==> src/rtl/bs_pkg.sv <==
// Function
// Auto boot reads Flash; host boot uses host port.
// Boot mode comes from a strap input.
// Image holds firmware and a configuration record.
// Configuration record writes every user register.
// Auto boot from Flash completes within one second.
// Host SPI clock kept within the slave rate limit.
// Host I2C clock kept within its rate limit.
// Host should prefer SPI when boot time matters.
// System supplies a stable clock before reset release.
// Core regulator enabled only when supply select low.
// PLL enabled only after core supply is good.
// PLL reference from straps; wait for lock.
// Ready posts an event and pulls interrupt low.
// Auto boot starts Flash reads after PLL lock.
// First host port to start owns the download.
// Two host clock cycles select SPI, else I2C.
// In reset, tristate outputs float; high means run.
// Straps sampled at boot into boot-sense bits.
// Strap decode: boot, crystal, 8k, 16k, reserved.
// Auto boot commits configuration, then runs firmware.
// Host boot never touches Flash; waits for host.
// Reserved clock code falls back to crystal, reported.
package bs_pkg;
   // ------------------------------------------------------------
   // Data path widths.
   // ------------------------------------------------------------
   localparam int PRAM_AW = 16;
   localparam int CFG_AW = 12;
   localparam int DATA_W = 32;
   // ------------------------------------------------------------
   // Strap decode and boot-sense layout.
   // ------------------------------------------------------------
   localparam logic [1:0] CLK_XTAL = 2'h0;
   localparam logic [1:0] CLK_FS8K = 2'h1;
   localparam logic [1:0] CLK_FS16K = 2'h2;
   localparam logic [1:0] CLK_RSVD = 2'h3;
   localparam int SENSE_BOOT_BIT = 2;
   localparam logic [2:0] SENSE_RST = 3'h0;
   // ------------------------------------------------------------
   // Event codes.
   // ------------------------------------------------------------
   localparam logic [3:0] EV_NONE = 4'h0;
   localparam logic [3:0] EV_READY = 4'h1;
   localparam logic [3:0] EV_CLK_FALLBACK = 4'h2;
   localparam logic [3:0] EV_BOOT_DONE = 4'h3;
   localparam logic [3:0] EV_TIMEOUT = 4'h4;
   // ------------------------------------------------------------
   // Timing.
   // ------------------------------------------------------------
   localparam int CLK_FREQ_KHZ = 20000;
   localparam int BOOT_LIMIT_MS = 1000;
   localparam int BOOT_LIMIT_CYC = BOOT_LIMIT_MS * CLK_FREQ_KHZ;
   localparam int BOOT_CNT_W = 25;
   localparam logic [1:0] SPI_EDGES = 2'h2;
   // ------------------------------------------------------------
   // Sequencer states.
   // ------------------------------------------------------------
   typedef enum logic [7:0] {
      S_STRAP = 8'h01,
      S_SUPPLY = 8'h02,
      S_PLL = 8'h04,
      S_READY = 8'h08,
      S_FLASH = 8'h10,
      S_HOST = 8'h20,
      S_CFG = 8'h40,
      S_RUN = 8'h80
   } bs_state_t;
endpackage

==> src/rtl/bs_boot_sequencer.sv <==
`timescale 1ns/100ps
module bs_boot_sequencer import bs_pkg::*; #(
   parameter int BOOT_LIMIT = BOOT_LIMIT_CYC
) (
   // Clock, reset and enable.
   input wire logic i_clk,
   input wire logic i_rst,
   input wire logic i_ce,
   // Straps and power status.
   input wire logic i_external_supply_select,
   input wire logic i_strap_boot,
   input wire logic [1:0] i_strap_clk,
   input wire logic i_supply_good,
   input wire logic i_pll_locked,
   // Host bus interface detection and download.
   input wire logic i_host_bus_interface_sclk,
   input wire logic i_host_bus_interface_i2c_start,
   input wire logic i_host_valid,
   input wire logic i_host_cfg,
   input wire logic [DATA_W-1:0] i_host_data,
   input wire logic i_host_done,
   // Flash reader.
   input wire logic i_flash_valid,
   input wire logic i_flash_cfg,
   input wire logic [DATA_W-1:0] i_flash_data,
   input wire logic i_flash_last,
   // Power and clock control.
   output logic o_core_reg_en,
   output logic o_pll_en,
   output logic [1:0] o_pll_ref_sel,
   // Boot status.
   output logic [2:0] o_boot_sense,
   output logic o_flash_read,
   output logic o_hbi_spi_mode,
   output logic o_boot_master_set,
   output logic o_boot_master_spi,
   output logic o_boot_timeout,
   output logic o_run,
   // Events and host interrupt pin.
   output logic o_event_valid,
   output logic [3:0] o_event_code,
   output logic o_host_interrupt_out_n,
   output logic o_host_interrupt_out_oe,
   // Program RAM and configuration register writes.
   output logic o_pram_we,
   output logic [PRAM_AW-1:0] o_pram_addr,
   output logic o_cfg_we,
   output logic [CFG_AW-1:0] o_cfg_addr,
   output logic [DATA_W-1:0] o_wr_data,
   output logic o_cfg_commit
);
   // ------------------------------------------------------------
   // Declarations.
   // ------------------------------------------------------------
   bs_state_t state;
   logic external_supply_select_q;
   logic sclk_q;
   logic [1:0] sclk_edges;
   logic [BOOT_CNT_W-1:0] boot_cnt;
   logic sclk_rise;
   logic auto_boot;
   logic wr_valid;
   logic wr_cfg;
   logic [DATA_W-1:0] wr_word;
   logic [PRAM_AW-1:0] next_pram_addr;
   logic [CFG_AW-1:0] next_cfg_addr;
   localparam logic [BOOT_CNT_W-1:0] BOOT_LAST =
      BOOT_CNT_W'(BOOT_LIMIT - 1);

   assign sclk_rise = i_host_bus_interface_sclk & ~sclk_q;
   assign auto_boot = o_boot_sense[SENSE_BOOT_BIT];

   // ------------------------------------------------------------
   // Image write mux.
   // ------------------------------------------------------------
   // Words come from Flash in auto boot and from the host otherwise.
   always_comb begin
      if (state == S_FLASH) begin
         wr_valid = i_flash_valid;
         wr_cfg = i_flash_cfg;
         wr_word = i_flash_data;
      end else if (state == S_HOST) begin
         wr_valid = i_host_valid;
         wr_cfg = i_host_cfg;
         wr_word = i_host_data;
      end else begin
         wr_valid = 1'b0;
         wr_cfg = 1'b0;
         wr_word = '0;
      end
      next_pram_addr = o_pram_we ? o_pram_addr + 1'b1 : o_pram_addr;
      next_cfg_addr = o_cfg_we ? o_cfg_addr + 1'b1 : o_cfg_addr;
   end

   // ------------------------------------------------------------
   // Boot sequencer.
   // ------------------------------------------------------------
   // Straps are caught by a clocked step after release, never by reset.
   always_ff @(posedge i_clk) begin
      if (i_rst) begin
         state <= S_STRAP;
         external_supply_select_q <= 1'b1;
         o_boot_sense <= SENSE_RST;
         o_core_reg_en <= 1'b0;
         o_pll_en <= 1'b0;
         o_pll_ref_sel <= CLK_XTAL;
         o_flash_read <= 1'b0;
         o_cfg_commit <= 1'b0;
         o_run <= 1'b0;
         o_event_valid <= 1'b0;
         o_event_code <= EV_NONE;
         o_host_interrupt_out_n <= 1'b1;
         o_host_interrupt_out_oe <= 1'b0;
      end else if (i_ce) begin
         o_event_valid <= 1'b0;
         o_cfg_commit <= 1'b0;
         case (state)
            S_STRAP: begin
               o_boot_sense <= {i_strap_boot, i_strap_clk};
               external_supply_select_q <= i_external_supply_select;
               o_host_interrupt_out_oe <= 1'b1;
               o_core_reg_en <= ~i_external_supply_select;
               if (i_strap_clk == CLK_RSVD) begin
                  o_pll_ref_sel <= CLK_XTAL;
                  o_event_valid <= 1'b1;
                  o_event_code <= EV_CLK_FALLBACK;
               end else begin
                  o_pll_ref_sel <= i_strap_clk;
               end
               state <= S_SUPPLY;
            end
            S_SUPPLY: begin
               if (i_supply_good) begin
                  o_pll_en <= 1'b1;
                  state <= S_PLL;
               end
            end
            S_PLL: begin
               if (i_pll_locked) begin
                  o_event_valid <= 1'b1;
                  o_event_code <= EV_READY;
                  o_host_interrupt_out_n <= 1'b0;
                  state <= S_READY;
               end
            end
            S_READY: begin
               if (auto_boot) begin
                  o_flash_read <= 1'b1;
                  state <= S_FLASH;
               end else begin
                  state <= S_HOST;
               end
            end
            S_FLASH: begin
               if (i_flash_valid && i_flash_last) begin
                  o_flash_read <= 1'b0;
                  state <= S_CFG;
               end
            end
            S_HOST: begin
               // The host programs registers itself, so no commit step.
               if (i_host_done) begin
                  o_event_valid <= 1'b1;
                  o_event_code <= EV_BOOT_DONE;
                  o_host_interrupt_out_n <= 1'b1;
                  state <= S_RUN;
               end
            end
            S_CFG: begin
               o_cfg_commit <= 1'b1;
               o_event_valid <= 1'b1;
               o_event_code <= EV_BOOT_DONE;
               o_host_interrupt_out_n <= 1'b1;
               state <= S_RUN;
            end
            S_RUN: begin
               o_run <= 1'b1;
            end
            default: begin
               state <= S_STRAP;
            end
         endcase
         if (boot_cnt == BOOT_LAST && !o_boot_timeout && auto_boot) begin
            o_event_valid <= 1'b1;
            o_event_code <= EV_TIMEOUT;
         end
      end
   end

   // ------------------------------------------------------------
   // Image writes into program RAM and configuration registers.
   // ------------------------------------------------------------
   always_ff @(posedge i_clk) begin
      if (i_rst) begin
         o_pram_we <= 1'b0;
         o_cfg_we <= 1'b0;
         o_pram_addr <= '0;
         o_cfg_addr <= '0;
         o_wr_data <= '0;
      end else if (i_ce) begin
         o_pram_addr <= next_pram_addr;
         o_cfg_addr <= next_cfg_addr;
         o_pram_we <= wr_valid & ~wr_cfg;
         o_cfg_we <= wr_valid & wr_cfg;
         if (wr_valid) begin
            o_wr_data <= wr_word;
         end
      end
   end

   // ------------------------------------------------------------
   // Host port detection and boot master lock.
   // ------------------------------------------------------------
   // The clock pin is sampled at the system rate, so only edge counts
   // are taken here; the shift path itself lives in the slave port.
   always_ff @(posedge i_clk) begin
      if (i_rst) begin
         sclk_q <= 1'b0;
         sclk_edges <= 2'h0;
         o_hbi_spi_mode <= 1'b0;
         o_boot_master_set <= 1'b0;
         o_boot_master_spi <= 1'b0;
      end else if (i_ce) begin
         sclk_q <= i_host_bus_interface_sclk;
         if (sclk_rise && sclk_edges != SPI_EDGES) begin
            sclk_edges <= sclk_edges + 1'b1;
         end
         if (sclk_rise && sclk_edges == SPI_EDGES - 1'b1) begin
            o_hbi_spi_mode <= 1'b1;
         end
         if (state == S_HOST && !o_boot_master_set) begin
            if (sclk_rise && sclk_edges == SPI_EDGES - 1'b1) begin
               o_boot_master_set <= 1'b1;
               o_boot_master_spi <= 1'b1;
            end else if (i_host_bus_interface_i2c_start) begin
               o_boot_master_set <= 1'b1;
               o_boot_master_spi <= 1'b0;
            end
         end
      end
   end

   // ------------------------------------------------------------
   // Boot time watchdog.
   // ------------------------------------------------------------
   always_ff @(posedge i_clk) begin
      if (i_rst) begin
         boot_cnt <= '0;
         o_boot_timeout <= 1'b0;
      end else if (i_ce && state != S_RUN && !o_boot_timeout) begin
         boot_cnt <= boot_cnt + 1'b1;
         if (boot_cnt == BOOT_LAST && auto_boot) begin
            o_boot_timeout <= 1'b1;
         end
      end
   end
endmodule // bs_boot_sequencer

==> config.mk <==
export PLATFORM = sky130hd
export DESIGN_NAME = bs_boot_sequencer
export DESIGN_NICKNAME = d
export VERILOG_FILES = /design/src/rtl/bs_pkg.sv /design/src/rtl/bs_boot_sequencer.sv
export SDC_FILE = /design/constraint.sdc
export NUM_CORES = 1
export LEC_CHECK = 0
export BUFFER_PORTS_ARGS = -buffer_cell sky130_fd_sc_hd__buf_2
export CORE_MARGIN = 2
export CORE_UTILIZATION = 47
export DETAILED_ROUTE_END_ITERATION = 6
export PLACE_DENSITY = 0.78
export SYNTH_ARGS = -nofsm -noshare
export SYNTH_HDL_FRONTEND = slang
export SYNTH_SLANG_ARGS = --single-unit
==> constraint.sdc <==
create_clock -name i_clk -period 2 [get_ports i_clk]
set_input_delay 0.1 -clock i_clk [delete_from_list [all_inputs] [get_ports i_clk]]
set_output_delay 0.1 -clock i_clk [all_outputs]
set_load 0.02 [all_outputs]
==> flow_metrics.env <==
export IMPL_status="finished clean"
export IMPL_power_static_leakage_nw=3.02
export IMPL_synth_top_family_by_area="simple AND/OR/NAND/NOR gates"
export IMPL_cts_max_path_buffers=2
export IMPL_synth_adder_area_share_pct=1.16
export IMPL_ant_nets=0
export IMPL_grt_first_pass_wirelength_mm=25.3
export IMPL_period_share_pct=99.6
export IMPL_wl_per_cell_um=16.0
export IMPL_hp_start="i_flash_last"
export IMPL_io_pins=164
export IMPL_synth_flop_cell="dfxtp_1"
export IMPL_root_buffer="clkbuf_16"
export IMPL_hp_class="in -> reg"
export IMPL_synth_xor_area_share_pct=6.99
export IMPL_p_seq_share_pct=40.9
export IMPL_r2r_slack_ns=0.008
export IMPL_ys_seq_area_share_pct=43.8
export IMPL_top_usage_layer="met2"
export IMPL_p_comb_share_pct=6.5
export IMPL_cap_violations=0
export IMPL_synthCells=625
export IMPL_fin_skew_ns=0.00961
export IMPL_multiInputGateArea_sq_mm=0.00289
export IMPL_worst_path_max_fanout=6
export IMPL_cp_data_arrival_time_ns=2.29
export IMPL_timing_rr_end="o_event_code[1]"
export IMPL_die_area_sq_mm=0.0123
export IMPL_fmax_ghz=0.502
export IMPL_start_util_pct=47.6
export IMPL_ir_drop_v=0.000609
export IMPL_clock_power_share_pct=52.6
export IMPL_cp_end_kind="flip-flop"
export IMPL_tightestPinTransition_ns=0.598
export IMPL_place_gp_congestion=0.894
export IMPL_synth_area_leaders="dfxtp_1 44%, nor2_1 7.2%, a22oi_1 4.9%"
export IMPL_p_int_w=0.00457
export IMPL_synth_warnings=0
export IMPL_p_per_area_mw_per_mm2=795
export IMPL_overflow=0
export IMPL_drt_initial_drc_count=322
export IMPL_ys_types=59
export IMPL_yosys_top_cells_count="118 x dfxtp_1, 103 x nor2_1, 42 x nand2_1"
export IMPL_ys_ff_latch=118
export IMPL_critPathKind="reg -> reg"
export IMPL_grt_usage_pct=25.1
export IMPL_synth_compound_area_share_pct=15.8
export IMPL_grt_antenna_before_repair=1
export IMPL_syn_cell_area_sq_mm=0.00539
export IMPL_crit_required_ns=2.30
export IMPL_p_sw_w=0.00132
export IMPL_hold_viol_final=0
export IMPL_register_area_sq_mm=0.00238
export IMPL_final_setup_tns_ns=0
export IMPL_synthSimpleGateAreaFrac_pct=26.4
export IMPL_cts_sinks=118
export IMPL_vias=5448
export IMPL_fillers=949
export IMPL_drc=0
export IMPL_htree_levels=4
export IMPL_core_area_sq_mm=0.0113
export IMPL_rsz0062_at_grt="yes"
export IMPL_synth_most_common_cell="dfxtp_1"
export IMPL_grtUsageMet2_pct=44.5
export IMPL_die_h_um=111
export IMPL_clkTransAtPathRegs_ns=0.05
export IMPL_p_sw_share_pct=22.5
export IMPL_grt_max_degree=37
export IMPL_syn_nets=711
export IMPL_die_w_um=111
export IMPL_cts_buffers=17
export IMPL_drt_wl_total_mm=15.7
export IMPL_drt_pass1_iter_count=5
export IMPL_max_slew_margin_pct=59.6
export IMPL_finalNetCount=909
export IMPL_met1_usage_pct=28.7
export IMPL_critPathLaunchType="flip-flop"
export IMPL_drive_gt1_share_pct=34.2
export IMPL_avgSynthCellArea_sq_um=8.62
export IMPL_tritoncts="built"
export IMPL_dp_hpwl_mm=11.2
export IMPL_min_period_ns=1.99
export IMPL_post_route_util_pct=65.6
export IMPL_io_buffers=162
export IMPL_drv_slew=0
export IMPL_hold_path_depth=3
export IMPL_synth_edf_count=0
export IMPL_grt_pass1_vias=5243
export IMPL_use_met3_pct=7.33
export IMPL_rows=39
export IMPL_setup_viol=0
export IMPL_synthMuxAreaShare_pct=1.39
export IMPL_r2r_start="state[5]"
export IMPL_worst_skew_pair_late_latency_ns=0.41
export IMPL_yosysTopAreaCellShare_pct=43.8
export IMPL_areaGrowthSynthToFinish_pct=37.7
export IMPL_viasPerCell=5.56
export IMPL_async_flop_share_pct=0
export IMPL_holdPathEnd="state[6]"
export IMPL_r2r_cells=5
export IMPL_synth_top_area_cell="dfxtp_1"
-- final cells by class --
| class | instances | area share, % |
|---|---|---|
| well taps | 143 | 2.41 |
| diodes | 1 | 0.0337 |
| multi-input cells | 454 | 38.9 |
| clock buffers | 20 | 6.15 |
| repair buffers | 218 | 17.6 |
| inverters | 14 | 0.708 |
| flip-flops and latches | 118 | 32.1 |
| clock inverters | 12 | 2.06 |
-- layout by cell type, fill, tap and decap left out, types with 3 or more instances in the layout --
cell type / n
nand2_1: 42
nor2_1: 102
xnor2_1: 30
or4_4: 3
nor3_2: 3
a22oi_1: 35
inv_1: 14
or3_1: 8
dfxtp_2: 7
a21oi_1: 27
bufinv_16: 3
and3_1: 6
dlygate4sd3_1: 5
nand3_1: 18
o21ai_0: 13
nor2b_1: 5
xor2_1: 13
ha_1: 5
buf_2: 161
clkinv_2: 4
clkbuf_16: 17
dfxtp_4: 3
nand4_1: 18
mux2i_1: 6
and4_1: 4
dfxtp_1: 108
nor3_1: 13
buf_12: 5
nor4b_1: 3
a211oi_2: 3
clkinv_4: 4
a211oi_1: 32
buf_4: 47
nor4_1: 16
-- layer usage --
metal / vias up / routed length, um
met5: - / 0
met4: 0 / 367
met3: 32 / 907
met2: 167 / 8010
met1: 2594 / 6440
li1: 2655 / -
-- worst max-delay path: stages, from the launching register on --
cell and delay [ns]:
dfxtp_4 0.36, or4_4 0.60, nor3_1 0.34, nor4_1 0.11, nand2b_4 0.17, mux2_4 0.30
-- through the flow --
step	cells	hold WS, ns	setup WS [ns]	instance area (sq um)	total power (W)
final	980	0.0463	0.00831	7420	0.00590
after global routing	979	0.0499	-0.0233	7420	0.00609
after CTS	973	0.0314	0.000361	7290	0.00594
after detailed placement	935	0.298	-0.117	6600	0.00282
after global placement	935	0.284	-0.0639	6600	0.00281
after floorplan	625	0.196	0.0940	5390	0.00263
-- worst max path at each step --
| stage | startpoint | end | slack, ns | depth (start not counted) |
|---|---|---|---|---|
| 2_1_floorplan | state[5] | o_event_code[1] | 0.09 | 6 |
| 3_3_place_gp | state[2] | o_event_code[1] | -0.06 | 5 |
| 3_5_place_dp | state[2] | boot_cnt[21] | -0.12 | 6 |
| 4_1_cts | state[3] | boot_cnt[21] | 0.0004 | 6 |
| 5_1_grt | state[6] | boot_cnt[7] | -0.02 | 7 |
| 6_report | state[5] | o_event_code[1] | 0.008 | 5 |
-- logic make-up after synthesis --
logic type / Yosys count
AND/OR/NAND/NOR: 272
AO/OA/AOI/OAI: 126
flip-flops: 118
buffers and inverters: 53
XOR/XNOR: 43
multiplexers: 7
adder cells (fa/ha/maj): 5
other: 1
-- power by group through the flow --
stage	clock (W)	combinational [W]	sequential (W)
after floorplan	0	0.000153	0.00248
after global placement	0	0.000355	0.00246
after detailed placement	0	0.000363	0.00246
after CTS	0.00315	0.000378	0.00241
after global routing	0.00326	0.000419	0.00241
final	0.00310	0.000386	0.00241
-- what timing repair did --
item | in CTS | in global routing
pin swaps | 2 | 6
endpoints found under the setup margin | 40 | 60
resized for setup | 8 | 25
hold buffers | 5 | 0
setup buffers | 1 | 6
hold endpoints to repair | 7 | 0
-- sequential cells by signal (all words and copies together) (netlist names), 2 cells and up --
signal,flops
state,8
o_pram_addr,16
o_event_code,3
o_cfg_addr,12
o_wr_data,32
o_pll_ref_sel,2
sclk_edges,2
boot_cnt,25
o_boot_sense,3
(Power assumes the default switching activity.)
